File: src/verilog/qec_pkg.sv
`default_nettype none
package qec_pkg;
   // ****************
   // Register map
   // ****************
   localparam logic [7:0] QEC_CTRL_OFS   = 8'h00;
   localparam logic [7:0] QEC_TIMER_OFS  = 8'h04;
   localparam logic [7:0] QEC_RELOAD_OFS = 8'h08;
   localparam logic [7:0] QEC_STATUS_OFS = 8'h0c;
   localparam logic [7:0] QEC_MASK_OFS   = 8'h10;
   localparam logic [7:0] QEC_STATE_OFS  = 8'h14;

   // ****************
   // Control fields
   // ****************
   localparam int QEC_CTRL_START_BIT = 0;
   localparam int QEC_CTRL_FREE_BIT  = 1;
   localparam int QEC_CTRL_X4_BIT    = 2;
   localparam int QEC_CTRL_PULSE_BIT = 3;
   localparam int QEC_CTRL_W         = 4;

   // Status and mask layout
   localparam int QEC_EV_OVF_BIT = 0;
   localparam int QEC_EV_UNF_BIT = 1;
   localparam int QEC_EV_W       = 2;

   // ****************
   // Reset values and count limit
   // ****************
   localparam logic [15:0] QEC_COUNT_RST  = 16'h0000;
   localparam logic [15:0] QEC_RELOAD_RST = 16'h0000;
   localparam logic [15:0] QEC_COUNT_MAX  = 16'hffff;

   // AXI responses
   localparam logic [1:0] QEC_RESP_OKAY   = 2'h0;
   localparam logic [1:0] QEC_RESP_SLVERR = 2'h2;
endpackage
`default_nettype wire

File: src/verilog/qec_counter.sv
// What this block does
// - Pulse output enabled: toggle output pin on every overflow and underflow.
// - Count direction comes from the phase relation of the two pulses.
// - Overflow or underflow copies reload register into counter, counting goes on.
// - Free-run selected: no reload, counter wraps and keeps counting.
// - Ratio is 1/(FFFF-n+1) counting up, 1/(n+1) counting down.
// - Counting runs while start flag is 1, halts when cleared to 0.
// - Every overflow or underflow sets a status bit; it raises an interrupt request only if its mask bit is set.
// - Reading the timer register returns the current count.
// - Write while stopped loads both reload register and counter.
// - Write while running loads only reload register, counter at next reload.
// - Normal: with B high, A rising counts up, A falling counts down.
// - Times four: A rising while B high makes every edge count up.
// - Times four: A falling while B high makes every edge count down.
`default_nettype none
module qec_counter
   import qec_pkg::*;
#(
   parameter int ADDR_W = 8
) (
   input  wire logic              clock_in,
   input  wire logic              rst_n_in,
   input  wire logic              s_axi_awvalid_in,
   output logic                   s_axi_awready_out,
   input  wire logic [ADDR_W-1:0] s_axi_awaddr_in,
   input  wire logic              s_axi_wvalid_in,
   output logic                   s_axi_wready_out,
   input  wire logic [31:0]       s_axi_wdata_in,
   input  wire logic [3:0]        s_axi_wstrb_in,
   output logic                   s_axi_bvalid_out,
   input  wire logic              s_axi_bready_in,
   output logic [1:0]             s_axi_bresp_out,
   input  wire logic              s_axi_arvalid_in,
   output logic                   s_axi_arready_out,
   input  wire logic [ADDR_W-1:0] s_axi_araddr_in,
   output logic                   s_axi_rvalid_out,
   input  wire logic              s_axi_rready_in,
   output logic [31:0]            s_axi_rdata_out,
   output logic [1:0]             s_axi_rresp_out,
   input  wire logic              timer_phase_a_in_pin_in,
   input  wire logic              timer_phase_b_out_pin_in,
   output logic                   timer_phase_b_out_pin_out,
   output logic                   timer_phase_b_out_pin_oe_out,
   output logic                   irq_out
);

   // ****************
   // State
   // ****************
   typedef struct packed {
      // Software-visible registers
      logic [QEC_CTRL_W-1:0] ctrl;
      logic [15:0]           cnt;
      logic [15:0]           rld;
      // Sticky status and its mask share one layout
      logic [QEC_EV_W-1:0]   sts;
      logic [QEC_EV_W-1:0]   msk;
      // Counter side: held direction and pulse level
      logic                  dir_up;
      logic                  pin;
      // Pin samplers: two sync stages, then a previous-value stage
      logic                  a_s1;
      logic                  a_s2;
      logic                  a_p;
      logic                  b_s1;
      logic                  b_s2;
      logic                  b_p;
      // Write channel halves, held until both have arrived
      logic                  aw_v;
      logic [ADDR_W-1:0]     aw_a;
      logic                  w_v;
      logic [31:0]           w_d;
      logic [3:0]            w_s;
      // Write response and read data, each standing until taken
      logic                  bv;
      logic [1:0]            bresp;
      logic                  rv;
      logic [31:0]           rdata;
      logic [1:0]            rresp;
   } qec_state_t;

   qec_state_t s_q;
   qec_state_t s_d;
   // Internal reset copy; the pin only starts its release
   logic       rst_s1_q;
   logic       rst_s2_q;

   // Byte-lane merge for narrow registers
   // Lanes without a strobe keep their old byte; upper lanes are ignored
   function automatic logic [15:0] lane_merge(input logic [15:0] old,
                                              input logic [31:0] wd,
                                              input logic [3:0]  st);
      logic [15:0] r;
      r = old;
      if (st[0]) begin
         r[7:0] = wd[7:0];
      end
      if (st[1]) begin
         r[15:8] = wd[15:8];
      end
      return r;
   endfunction

   // Address decode shared by read and write paths
   // Unmapped offsets answer with an error and change nothing
   function automatic logic is_mapped(input logic [ADDR_W-1:0] a);
      logic [7:0] o;
      o = 8'(a);
      return (o == QEC_CTRL_OFS) || (o == QEC_TIMER_OFS) ||
             (o == QEC_RELOAD_OFS) || (o == QEC_STATUS_OFS) ||
             (o == QEC_MASK_OFS) || (o == QEC_STATE_OFS);
   endfunction

   // ****************
   // Reset release
   // ****************
   // Async assert, sync release through two flops
   // A release close to an edge could free part of the state a cycle early;
   // the second flop hands every register the same release edge
   always_ff @(posedge clock_in or negedge rst_n_in) begin
      if (!rst_n_in) begin
         rst_s1_q <= 1'b0;
         rst_s2_q <= 1'b0;
      end else begin
         rst_s1_q <= 1'b1;
         rst_s2_q <= rst_s1_q;
      end
   end

   // ****************
   // Next state
   // ****************
   // Decode results of this cycle, shared by the steps below
   logic        a_rise;
   logic        a_fall;
   logic        b_edge;
   logic        step;
   logic        up;
   logic        wr_go;
   logic [7:0]  wofs;
   logic [7:0]  rofs;
   logic [QEC_EV_W-1:0] ev;

   always_comb begin
      // Everything holds unless a step below changes it
      s_d    = s_q;
      ev     = '0;
      step   = 1'b0;
      up     = s_q.dir_up;
      wofs   = 8'(s_q.aw_a);
      rofs   = 8'(s_axi_araddr_in);
      wr_go  = s_q.aw_v && s_q.w_v && !s_q.bv;

      // ****************
      // Pin sampling
      // ****************
      // Two-flop sync, then edge detect on the second stage only
      // A pin moving near an edge settles in the first stage before any use
      // Samplers reset low, so a pin resting high shows one false edge;
      // counting is off then, since the start flag resets to zero
      s_d.a_s1 = timer_phase_a_in_pin_in;
      s_d.a_s2 = s_q.a_s1;
      s_d.a_p  = s_q.a_s2;
      s_d.b_s1 = timer_phase_b_out_pin_in;
      s_d.b_s2 = s_q.b_s1;
      s_d.b_p  = s_q.b_s2;
      a_rise = s_q.a_s2 && !s_q.a_p;
      a_fall = !s_q.a_s2 && s_q.a_p;
      b_edge = s_q.b_s2 ^ s_q.b_p;

      // ****************
      // Direction decode
      // ****************
      // Direction decode; one step even if both pins move together
      // Times four latches direction on an A edge while B is high and holds it
      // through the other three edges; normal mode decodes the A edge alone
      // After reset the held direction is down until an A edge sets it
      if (s_q.ctrl[QEC_CTRL_X4_BIT]) begin
         if (a_rise && s_q.b_s2) begin
            up = 1'b1;
         end else if (a_fall && s_q.b_s2) begin
            up = 1'b0;
         end
         step = a_rise || a_fall || b_edge;
      end else begin
         up   = a_rise;
         step = s_q.b_s2 && (a_rise || a_fall);
      end
      s_d.dir_up = up;

      // ****************
      // Counter
      // ****************
      // Counting only while start flag is set
      // Up past all ones overflows, down past zero underflows; the reload copy
      // restarts the count unless free-run lets it wrap
      // Limitation: one step per clock at most, pins must move slower
      if (step && s_q.ctrl[QEC_CTRL_START_BIT]) begin
         if (up && s_q.cnt == QEC_COUNT_MAX) begin
            ev[QEC_EV_OVF_BIT] = 1'b1;
         end else if (!up && s_q.cnt == QEC_COUNT_RST) begin
            ev[QEC_EV_UNF_BIT] = 1'b1;
         end
         if (|ev && !s_q.ctrl[QEC_CTRL_FREE_BIT]) begin
            s_d.cnt = s_q.rld;
         end else if (up) begin
            s_d.cnt = s_q.cnt + 16'h0001;
         end else begin
            s_d.cnt = s_q.cnt - 16'h0001;
         end
      end

      // Output pin flips on each wrap while pulse output is on
      // Limitation: the same pin is a count input, so in times-four mode
      // each toggle comes back as one more count edge
      if (|ev && s_q.ctrl[QEC_CTRL_PULSE_BIT]) begin
         s_d.pin = !s_q.pin;
      end

      // ****************
      // Register writes
      // ****************
      // Write channel capture, either order
      // Each half waits in its own slot; the write fires once both are in
      if (s_axi_awvalid_in && !s_q.aw_v && !s_q.bv) begin
         s_d.aw_v = 1'b1;
         s_d.aw_a = s_axi_awaddr_in;
      end
      if (s_axi_wvalid_in && !s_q.w_v && !s_q.bv) begin
         s_d.w_v = 1'b1;
         s_d.w_d = s_axi_wdata_in;
         s_d.w_s = s_axi_wstrb_in;
      end

      // Sticky events; a new event beats a same-cycle clear
      // Software clears a bit by writing a one to it below
      // A clear that meets a new event leaves that event's bit set
      s_d.sts = s_q.sts | ev;

      // Register write once both halves are held
      // The response is decided here, so a bad offset never touches state
      // Control, timer, status and mask are the only writable offsets
      if (wr_go) begin
         s_d.aw_v  = 1'b0;
         s_d.w_v   = 1'b0;
         s_d.bv    = 1'b1;
         s_d.bresp = is_mapped(s_q.aw_a) ? QEC_RESP_OKAY : QEC_RESP_SLVERR;
         if (wofs == QEC_CTRL_OFS && s_q.w_s[0]) begin
            s_d.ctrl = s_q.w_d[QEC_CTRL_W-1:0];
         end
         // Running: only the reload copy moves; the count takes it at the next reload
         if (wofs == QEC_TIMER_OFS) begin
            s_d.rld = lane_merge(s_q.rld, s_q.w_d, s_q.w_s);
            if (!s_q.ctrl[QEC_CTRL_START_BIT]) begin
               s_d.cnt = lane_merge(s_q.cnt, s_q.w_d, s_q.w_s);
            end
         end
         if (wofs == QEC_STATUS_OFS && s_q.w_s[0]) begin
            s_d.sts = (s_q.sts & ~s_q.w_d[QEC_EV_W-1:0]) | ev;
         end
         if (wofs == QEC_MASK_OFS && s_q.w_s[0]) begin
            s_d.msk = s_q.w_d[QEC_EV_W-1:0];
         end
      end
      // Response leaves once the master has taken it
      if (s_q.bv && s_axi_bready_in) begin
         s_d.bv = 1'b0;
      end

      // ****************
      // Register reads
      // ****************
      // Read path, one word per request
      // Data is captured once and stands until rready; later counts leave it
      if (s_axi_arvalid_in && !s_q.rv) begin
         s_d.rv    = 1'b1;
         s_d.rresp = is_mapped(s_axi_araddr_in) ? QEC_RESP_OKAY : QEC_RESP_SLVERR;
         s_d.rdata = 32'h0000_0000;
         unique case (rofs)
            QEC_CTRL_OFS: begin
               s_d.rdata = 32'(s_q.ctrl);
            end
            QEC_TIMER_OFS: begin
               s_d.rdata = 32'(s_q.cnt);
            end
            QEC_RELOAD_OFS: begin
               s_d.rdata = 32'(s_q.rld);
            end
            QEC_STATUS_OFS: begin
               s_d.rdata = 32'(s_q.sts);
            end
            QEC_MASK_OFS: begin
               s_d.rdata = 32'(s_q.msk);
            end
            QEC_STATE_OFS: begin
               s_d.rdata = {28'h0000000, s_q.b_s2, s_q.a_s2, s_q.pin, s_q.dir_up};
            end
            default: begin
               s_d.rdata = 32'h0000_0000;
            end
         endcase
      end else if (s_q.rv && s_axi_rready_in) begin
         s_d.rv = 1'b0;
      end
   end

   // ****************
   // Registers
   // ****************
   // One bank for all state; reset brings count and reload to their start values
   // Reset reaches these through the internal copy, so all release in step
   always_ff @(posedge clock_in or negedge rst_s2_q) begin
      if (!rst_s2_q) begin
         s_q     <= '0;
         s_q.cnt <= QEC_COUNT_RST;
         s_q.rld <= QEC_RELOAD_RST;
      end else begin
         s_q <= s_d;
      end
   end

   // ****************
   // Outputs
   // ****************
   // Ready while nothing of that kind is held or pending
   // Handshakes come from held state only, never straight from an input
   // Both write readies stay low while the response stands
   assign s_axi_awready_out = !s_q.aw_v && !s_q.bv;
   assign s_axi_wready_out  = !s_q.w_v && !s_q.bv;
   assign s_axi_bvalid_out  = s_q.bv;
   assign s_axi_bresp_out   = s_q.bresp;
   assign s_axi_arready_out = !s_q.rv;
   assign s_axi_rvalid_out  = s_q.rv;
   assign s_axi_rdata_out   = s_q.rdata;
   assign s_axi_rresp_out   = s_q.rresp;

   // Pin driven only with pulse output; else it is a count input
   assign timer_phase_b_out_pin_out    = s_q.pin;
   assign timer_phase_b_out_pin_oe_out = s_q.ctrl[QEC_CTRL_PULSE_BIT];
   // Level interrupt: high while any unmasked status bit is set
   assign irq_out = |(s_q.sts & s_q.msk);

endmodule
`default_nettype wire

File: config.mk
export PLATFORM = sky130hd
export DESIGN_NAME = qec_counter
export DESIGN_NICKNAME = d
export VERILOG_FILES = /design/src/verilog/qec_pkg.sv /design/src/verilog/qec_counter.sv
export SDC_FILE = /design/constraint.sdc
export NUM_CORES = 1
export LEC_CHECK = 0
export ABC_AREA = 1
export BUFFER_PORTS_ARGS = -buffer_cell sky130_fd_sc_hd__buf_2
export CORE_MARGIN = 2
export CORE_UTILIZATION = 50
export CTS_CLUSTER_SIZE = 24
export DETAILED_ROUTE_END_ITERATION = 6
export GPL_TIMING_DRIVEN = 0
export PLACE_DENSITY = 0.76
export SLEW_MARGIN = 20
export SYNTH_ARGS = -nofsm -noshare
export SYNTH_HDL_FRONTEND = slang
export SYNTH_SLANG_ARGS = --single-unit
File: constraint.sdc
create_clock -name clock_in -period 2.75 [get_ports clock_in]
set_input_delay 0.275 -clock clock_in [delete_from_list [all_inputs] [get_ports clock_in]]
set_output_delay 0.275 -clock clock_in [all_outputs]
set_load 0.01 [all_outputs]
==> results.ini, run 1 <==
[run_status]
status = finished with violations
failed_checks = DRC

[floorplanning]
core.rowCount = 39
die_h_um = 111.5
ios = 105
die_x_um = 111.5
dieArea_um2 = 12440
initial_utilization_pct = 50.85
design.core.area_um2 = 11370

[detailed_routing]
wl_um = 14050
drtIter0Drc = 293
vias = 5359
drc = 1
viasPerCell = 5.138
wire_per_inst_um = 13.47
postRouteAntennaNets = 0
dr.pass1.iters = 7

[synth]
ys_top_cells_by_count = nand2_1 (233), dfrtp_1 (98), inv_1 (97)
synth_edf_count = 0
synth_seq_cells = 98
synth_flop_cell = dfrtp_1
synth_top_area_share_pct = 42.42
synth_most_common_cell = nand2_1
async_flop_share_pct = 100.0
synthCells = 797
yosysWarnings = 0
avgSynthCellArea_um2 = 7.254
synth_area_leaders = dfrtp_1 (42%), nand2_1 (15%), o21ai_0 (6.5%)
synthesis.area_um2 = 5782
synth_largest_area_cell = dfrtp_1
ys_seq_area_share_pct = 42.42
synth.distinct_cells = 42

[global_routing]
grt_max_degree = 56
grt_antenna_before_repair = 0
met3_usage_pct = 3.756
grtUsageMet2_pct = 35.24
grt_usage_pct = 23.37
met1_usage_pct = 34.11
grt_pass1_vias = 4823
overflow = 0
grt_pass1_wl_um = 23420
top_usage_layer = met2

[clock_tree]
ctsHtreeMaxLevel = 3
cts_num_sinks = 98
cts_tree = built
clk_pin_slew_ps = 70
clockRootBuffer = clkbuf_16
clock_latency_ps = 350
numCtsBuffers = 9
clk_path_buf_depth = 2

[power_and_ir_drop]
power_switching_mw = 1.657
internal-power_mw = 2.938
netSwitchingFraction_pct = 36.06
power_density_nw_per_um2 = 684.9
p_comb_share_pct = 29.8
clkPwrFrac_pct = 28.1
p_leak_nw = 3.585
peakVddDrop_uv = 590.9
p_seq_share_pct = 42.1

[setup_path]
crit_path_end_kind = register
endpoint = s_q[124]
rr_worst_depth = 23
critPathArrivalTime_ps = 2720
r2r_slack_ps = 270
crit_required_ps = 2990
crit_path_start_kind = register
reg2reg_to = s_q[124]
crit_type = reg2reg
path_max_fanout = 10
worstReg2RegStart = s_d[87]
crit_start = s_d[87]

[placement]
port_buffers = 68
place_congestion = 0.9693
hpwl_um = 10780

[sta]
max_freq_mhz = 403.3
fin_skew_ps = 7.293
layout_min_cycle_time_ps = 2480
worst_hold_slack_ps = 25.88
min_period_over_period_pct = 90.17
relSlewSlack_pct = 53.11
final-setup-viol-count = 0
drv_slew = 0
rsz0062_at_grt = false
tightest_slew_ps = 697.0
tns_ps = 0
final_hold_viol_count = 0

[run]
drv_cap = 0

[finish]
nets = 959
antenna_cells = 0
areaGrowthSynthToFinish_pct = 16.04
drive_above_1_share_pct = 16.67

[hold_path]
hold_class = in2reg
hold-path-cell-count = 1

==> worst max-delay path, stage by stage, from the launching register on <==
cell and delay [ps]:
dfrtp_1 400, inv_1 60, ha_1 170, nand2_1 70
nand2_2 90, nand2_2 120, buf_6 160, buf_6 160
nand2_1 60, nand2_1 60, inv_1 40, ha_1 160
inv_1 50, nand2_1 90, nand2_1 80, nand2_1 100
nand2_1 110, nand2_1 50, nand2_1 50, nand3_1 60
nand2_1 60, nand2_1 50, nand2_1 50, nand2_1 40
==> sequential cells by signal, indices dropped and copies added (netlist names) <==
| signal | cells |
|---|---|
| timer_phase_b_out_pin_oe_out | 1 |
| wofs | 8 |
| rst_s2_q | 1 |
| timer_phase_b_out_pin_out | 1 |
| s_axi_rvalid_out | 1 |
| s_q | 62 |
| rst_s1_q | 1 |
| s_d | 4 |
| s_axi_bvalid_out | 1 |
| s_axi_rdata_out | 16 |
| s_axi_bresp_out | 1 |
| s_axi_rresp_out | 1 |
==> power by group through the flow <==
| stage | Clock (mW) | Sequential [mW] | Combinational (mW) |
|---|---|---|---|
| after floorplan | 0 | 1.91 | 1.02 |
| after global placement | 0 | 1.96 | 1.31 |
| after detailed placement | 0 | 1.95 | 1.36 |
| after CTS | 1.31 | 1.93 | 1.37 |
| after global routing | 1.38 | 1.97 | 1.59 |
| final | 1.29 | 1.93 | 1.37 |
==> cells by family (layout without fill, tap and decap cells) <==
group                      after synthesis  in the layout  share of synthesized area, %
AOI/OAI and AO/OA                      144            144                         14.04
xor gates and xnor gates                 9              9                         1.363
adders and majority gates                3              3                        0.6493
buffers and inverters                  160            246                         13.40
DFF                                     98             98                         42.42
muxes                                    3              3                        0.5842
other                                    2             19                        0.1299
and+or+nand+nor                        378            378                         27.42
==> per-stage QoR <==
| stage | power, mW | util [%] | cells | instance area, um^2 | setup WS (ps) |
|---|---|---|---|---|---|
| after floorplan | 2.924 | - | 814 | 5847 | 613.6 |
| after global placement | 3.272 | 55.99 | 1025 | 6366 | 316.1 |
| after detailed placement | 3.312 | 56.26 | 1026 | 6396 | 273.1 |
| after CTS | 4.607 | 59.01 | 1043 | 6709 | 262.6 |
| after global routing | 4.935 | 59.01 | 1043 | 6709 | 4.273 |
| final | 4.595 | 59.01 | 1043 | 6709 | 270.2 |
==> what timing repair did <==
item                                   CTS  global route
endpoints found under the hold margin    2             0
setup endpoints to repair                0             1
setup buffers                            0             0
gates resized for setup                  0             1
hold buffers                             1             0
==> worst min path at each step <==
stage / endpoint / startpoint
2_1_floorplan: rst_s1_q / rst_n_in
3_3_place_gp: rst_s1_q / rst_n_in
3_5_place_dp: rst_s1_q / rst_n_in
4_1_cts: s_d[85] / timer_phase_b_out_pin_in
5_1_grt: s_d[88] / timer_phase_a_in_pin_in
6_report: s_d[88] / timer_phase_a_in_pin_in
==> placed cells by master, fill, tap and decap left out, types with 4 or more instances in the layout <==
cell	synthesis	layout
o21ai_0	75	74
inv_1	97	97
dfrtp_1	98	97
xor2_1	8	8
nand3_1	44	44
nor2_1	63	63
buf_4	36	36
nand4_1	10	10
buf_6	4	4
nor3_1	6	6
a41oi_1	6	6
clkbuf_1	12	13
o22ai_1	6	6
clkbuf_16	0	9
a221oi_1	4	4
nand2_1	233	233
a21oi_1	39	39
buf_2	6	74
conb_1	2	19
nor4_1	9	9
==> area by class of cell <==
cell class / count / area [um^2]
buffer: 59 / 394.1
inverter: 101 / 380.4
clock inverter: 5 / 60.06
fill: 1110 / 4661
clock buffer: 11 / 242.7
sequential: 98 / 2456
multi-input combinational: 556 / 2619
tap: 143 / 178.9
timing repair buffer: 70 / 377.9
==> layer usage <==
layer / share of wire, % / vias up
met4: 1.9 / 0
met5: 0 / -
li1: - / 2729
met1: 48 / 2399
met2: 43 / 211
met3: 7.3 / 20
Note: power is estimated with default switching activity, not from simulation.
==> run 2, diff against run 1 <==
--- a/config.mk
+++ b/config.mk
@@ -12,7 +12,7 @@
 export CTS_CLUSTER_SIZE = 24
 export DETAILED_ROUTE_END_ITERATION = 6
 export GPL_TIMING_DRIVEN = 0
-export PLACE_DENSITY = 0.76
+export PLACE_DENSITY = 0.73
 export SLEW_MARGIN = 20
 export SYNTH_ARGS = -nofsm -noshare
 export SYNTH_HDL_FRONTEND = slang
==> constraint.sdc (replaced) <==
create_clock -name clock_in -period 3.2 [get_ports clock_in]
set_input_delay 0.32 -clock clock_in [delete_from_list [all_inputs] [get_ports clock_in]]
set_output_delay 0.32 -clock clock_in [all_outputs]
set_load 0.01 [all_outputs]
==> results.ini, run 2 (synthesis results as in run 1) <==
[sta]
fin_skew_ps = 7.178
relSlewSlack_pct = 56.60
setup_ws_ps = 683.7
tns_ps = 0
final_hold_viol_count = 0
min_period_over_period_pct = 78.63
max_freq_mhz = 397.4
final-setup-viol-count = 0
rsz0062_at_grt = false
drv_slew = 0
layout_min_cycle_time_ps = 2516
tightest_slew_ps = 645.1

[detailed_routing]
drtIter0Drc = 250
dr_wl_met2_um = 6221
wl_met3_um = 1002
vias = 5353
wl_met1_um = 6835
wl_um = 14310
dr.pass1.iters = 5
drc = 0
viasPerCell = 5.127
highest_layer = met4
wire_per_inst_um = 13.71
postRouteAntennaNets = 0

[global_routing]
overflow = 0
grt_max_degree = 40
grt_pass1_wl_um = 24080
grt_antenna_before_repair = 0
grt_pass1_vias = 4892
grt_usage_pct = 23.97

[placement]
post-place-ws_ps = 712.7
hpwl_um = 10990
port_buffers = 68
placed_area_um2 = 6409
place_congestion = 0.9738

[power_and_ir_drop]
peakVddDrop_uv = 498.1
p_total_mw = 4.012
power_switching_mw = 1.441
power_density_nw_per_um2 = 595.1
clkPwrFrac_pct = 29.1
p_leak_nw = 3.602
p_comb_share_pct = 29.7
netSwitchingFraction_pct = 35.91
p_seq_share_pct = 41.3
internal-power_mw = 2.571

[setup_path]
crit_type = reg2reg
crit_required_ps = 3450
crit_path_start_kind = register
path_max_fanout = 10
critPathArrivalTime_ps = 2770
crit_path_end_kind = register

[clock_tree]
cts_num_sinks = 98
cts_tree = built
numCtsBuffers = 9
post-cts-setup-buffers = 0
clock_latency_ps = 350
ctsHtreeMaxLevel = 3
clk_path_buf_depth = 2
clk_pin_slew_ps = 70
clockRootBuffer = clkbuf_16

[finish]
largest_register_ffs = 62
drive_above_1_share_pct = 16.87
layout_commonest_cell = nand2_1
final_area_um2 = 6743
nets = 960
area.sequential_um2 = 2456
antenna_cells = 0
top_register = s_q
fill_cells = 1107
multi_input_area_um2 = 2619
post-route-util_pct = 59.30
most-common-layout-cells = nand2_1 (233), inv_1 (97), dfrtp_1 (97)
areaGrowthSynthToFinish_pct = 16.62

[floorplanning]
design.core.area_um2 = 11370
core.rowCount = 39
dieArea_um2 = 12440
initial_utilization_pct = 50.85
die_x_um = 111.5
die_h_um = 111.5
ios = 105

[run_status]
status = complete, no violations

[run]
drv_cap = 0

[hold_path]
hold_class = in2reg

[run 2: changes by cell type in the layout (fill, tap and decap cells not counted), sizes merged]
cell    change
buf         +1
clkbuf      +1
inv         -1
[run 2: cell type report]
class	count	share of cell area, %
inverter	101	5.641
buffer	59	5.845
timing repair buffer	71	5.790
clock inverter	4	0.8536
multi-input combinational	556	38.84
clock buffer	12	3.952
sequential	98	36.43
tap	143	2.654
[run 2: critical path, stage by stage (launching register included)]
cell and delay, ps:
dfrtp_1 400, inv_1 60, ha_1 170, nand2_1 70, nand2_2 90, nand2_2 120, buf_6 160, buf_6 170
nand2_1 80, nand2_1 70, inv_1 40, ha_1 160, inv_1 50, nand2_1 100, nand2_1 90, nand2_1 100
nand2_1 110, nand2_1 50, nand2_1 50, nand3_1 70, nand2_1 70, nand2_1 50, nand2_1 50, nand2_1 40
[run 2: metal layers]
metal  up-vias  GRT usage, %
met5         -             0
met4         0         7.984
met3        17         3.484
met2       204         37.11
met1      2404         34.90
li1       2728             -
[run 2: what timing repair did]
action                                 4_1_cts  5_1_grt
gates resized for setup                      0        0
endpoints found under the hold margin        2        0
hold buffers                                 1        0
[run 2: per-stage QoR]
| stage | hold WS, ps | instances |
|---|---|---|
| after floorplan | 24.41 | 814 |
| after global placement | 107.1 | 1025 |
| after detailed placement | 108.8 | 1027 |
| after CTS | 61.90 | 1044 |
| after global routing | 55.10 | 1044 |
| final | 68.09 | 1044 |
[run 2: power by group through the flow]
stage	Sequential [mW]	Combinational (mW)	Clock [mW]
after global routing	1.69	1.37	1.24
after global placement	1.69	1.13	0
after detailed placement	1.67	1.18	0
after floorplan	1.64	0.873	0
final	1.66	1.19	1.17
after CTS	1.65	1.18	1.18
[run 2: final timing paths]
| kind | start | endpoint | slack (ps) | cells after the start |
|---|---|---|---|---|
| setup / recovery | s_d[87] | s_q[124] | 680 | 23 |
| hold / removal | timer_phase_b_out_pin_in | s_d[85] | 70 | 1 |
| max in group asynchronous | rst_s2_q | s_axi_rdata_out[5] | 2450 | 1 |
| hold reg to reg | rst_s2_q | s_q[49] | 240 | 0 |
| min in group asynchronous | rst_s2_q | s_q[49] | 240 | 0 |
| setup reg to reg | s_d[87] | s_q[124] | 680 | 23 |
==> run 3, diff against run 2 <==
--- a/config.mk
+++ b/config.mk
@@ -12,7 +12,7 @@
 export CTS_CLUSTER_SIZE = 24
 export DETAILED_ROUTE_END_ITERATION = 6
 export GPL_TIMING_DRIVEN = 0
-export PLACE_DENSITY = 0.73
+export PLACE_DENSITY = 0.76
 export SLEW_MARGIN = 20
 export SYNTH_ARGS = -nofsm -noshare
 export SYNTH_HDL_FRONTEND = slang
==> constraint.sdc (replaced) <==
create_clock -name clock_in -period 2.3 [get_ports clock_in]
set_input_delay 0.23 -clock clock_in [delete_from_list [all_inputs] [get_ports clock_in]]
set_output_delay 0.23 -clock clock_in [all_outputs]
set_load 0.01 [all_outputs]
==> results.ini, run 3 (synthesis results as in run 1) <==
[global_routing]
overflow = 0
grt_pass1_wl_um = 23530
grt_antenna_before_repair = 0
grt_max_degree = 56
grt_pass1_vias = 4843
grt_usage_pct = 23.47

[setup_path]
r2r_slack_ps = -90
path_max_fanout = 10
critPathArrivalTime_ps = 2620
crit_required_ps = 2530
reg2reg_to = s_q[115]
worstReg2RegStart = s_q[119]
rr_worst_depth = 10
crit_path_end_kind = register
crit_type = reg2reg
crit_path_start_kind = register

[run_status]
failed_checks = DRC, setup timing
status = finished with violations

[detailed_routing]
vias = 5585
viasPerCell = 5.279
dr.pass1.iters = 7
wire_per_inst_um = 14.30
drc = 2
drtIter0Drc = 344
postRouteAntennaNets = 0
wl_um = 15130

[placement]
port_buffers = 68
place_inst = 1026
place_congestion = 0.9693
hpwl_um = 10780
placed_area_um2 = 6396
post-place-ws_ps = -176.9

[floorplanning]
ios = 105
die_h_um = 111.5
die_x_um = 111.5
design.core.area_um2 = 11370
dieArea_um2 = 12440
core.rowCount = 39
initial_utilization_pct = 50.85

[sta]
relSlewSlack_pct = 59.36
layout_min_cycle_time_ps = 2395
final_hold_viol_count = 0
final-setup-viol-count = 4
setup_ws_ps = -94.69
tightest_slew_ps = 607.3
min_period_over_period_pct = 104.1
max_freq_mhz = 417.6
rsz0062_at_grt = true
drv_slew = 0
fin_skew_ps = 7.312

[hold_path]
min_from = s_axi_bready_in
hold-path-cell-count = 2
hold_class = in2reg
worstHoldEndpoint = s_axi_bvalid_out

[finish]
drive_above_1_share_pct = 25.57
most-common-layout-cells = nand2_1 (205), dfrtp_1 (96), inv_1 (89)
multi_input_area_um2 = 2953
largest_register_ffs = 62
area.sequential_um2 = 2457
instances_no_fill = 1058
areaGrowthSynthToFinish_pct = 24.28
top_register = s_q
antenna_cells = 0
post-route-util_pct = 63.20
nets = 974
layout_commonest_cell = nand2_1
final_area_um2 = 7186
fill_cells = 1015

[clock_tree]
ctsHtreeMaxLevel = 3
clk_path_buf_depth = 2
cts_num_sinks = 98
numCtsBuffers = 9
cts_tree = built
clk_pin_slew_ps = 70
clock_latency_ps = 350
clockRootBuffer = clkbuf_16

[power_and_ir_drop]
peakVddDrop_uv = 707.2
power_density_nw_per_um2 = 810.9
p_total_mw = 5.827
p_leak_nw = 3.736

[run]
drv_cap = 0

[run 3: cell count changes in the layout (fill, tap and decap cells not counted), moves of 6 or more]
cell / change
nand2_1: -28
nand3_1: -8
nand2_4: +13
inv_1: -8
nor2_2: +6
nand2_2: +15
nor2_1: -11
buf_4: +13
[run 3: final cells by class]
class / instances / share of cell area (%)
Tap cell: 143 / 2.490
Multi-Input combinational cell: 556 / 41.09
Timing Repair Buffer: 86 / 7.104
Inverter: 101 / 5.433
Clock buffer: 11 / 3.378
Sequential cell: 98 / 34.20
Buffer: 58 / 5.468
Clock inverter: 5 / 0.8358
[run 3: metal layers]
layer | up-vias | global-route usage [%] | routed length, um
li1 | 2759 | - | -
met5 | - | 0 | 0
met1 | 2501 | 34.47 | 6862
met4 | 0 | 8.477 | 468
met2 | 276 | 35.61 | 6563
met3 | 49 | 3.484 | 1237
[run 3: timing repair]
action | CTS | global route
resized for setup | 7 | 102
endpoints found under the setup margin | 6 | 17
hold buffers | 3 | 0
pin swaps | 2 | 28
hold endpoints to repair | 4 | 0
setup buffers | 2 | 12
[run 3: metrics by stage]
| stage | hold slack, ps | TNS (ps) |
|---|---|---|
| 6_report | 55.37 | -173.3 |
| 5_1_grt | 75.65 | -1694 |
| 4_1_cts | 51.28 | -23.68 |
| 3_5_place_dp | 20.14 | -832.3 |
| 3_3_place_gp | 16.82 | -595.8 |
| 2_1_floorplan | -65.59 | 0 |
[run 3: how the worst max path moves through the flow]
stage	startpoint	endpoint	slack, ps	cells past startpoint
after CTS	s_d[87]	s_q[124]	-20	23
after detailed placement	s_d[87]	s_q[124]	-180	23
after global routing	s_q[115]	s_q[115]	-160	10
after floorplan	s_d[87]	s_q[124]	160	23
final	s_q[119]	s_q[115]	-90	10
after global placement	s_d[87]	s_q[124]	-130	23
[run 3: report_power, final]
group | total [mW] | internal (mW) | leakage, nW | switching (mW)
sequential | 2.32 | 2.06 | 1.22 | 0.261
combinational | 1.96 | 0.701 | 2.37 | 1.26
clock | 1.55 | 0.880 | 0.147 | 0.671
[run 3: worst max-delay path: stages (launching register included)]
cell     delay [ps]
dfrtp_1         520
inv_2           140
nor4_1          350
nand2_1         180
o21ai_2         260
nand3_4         180
buf_2           270
nand2_1         120
nand2_1          50
nor2_1          100
o22ai_1          80
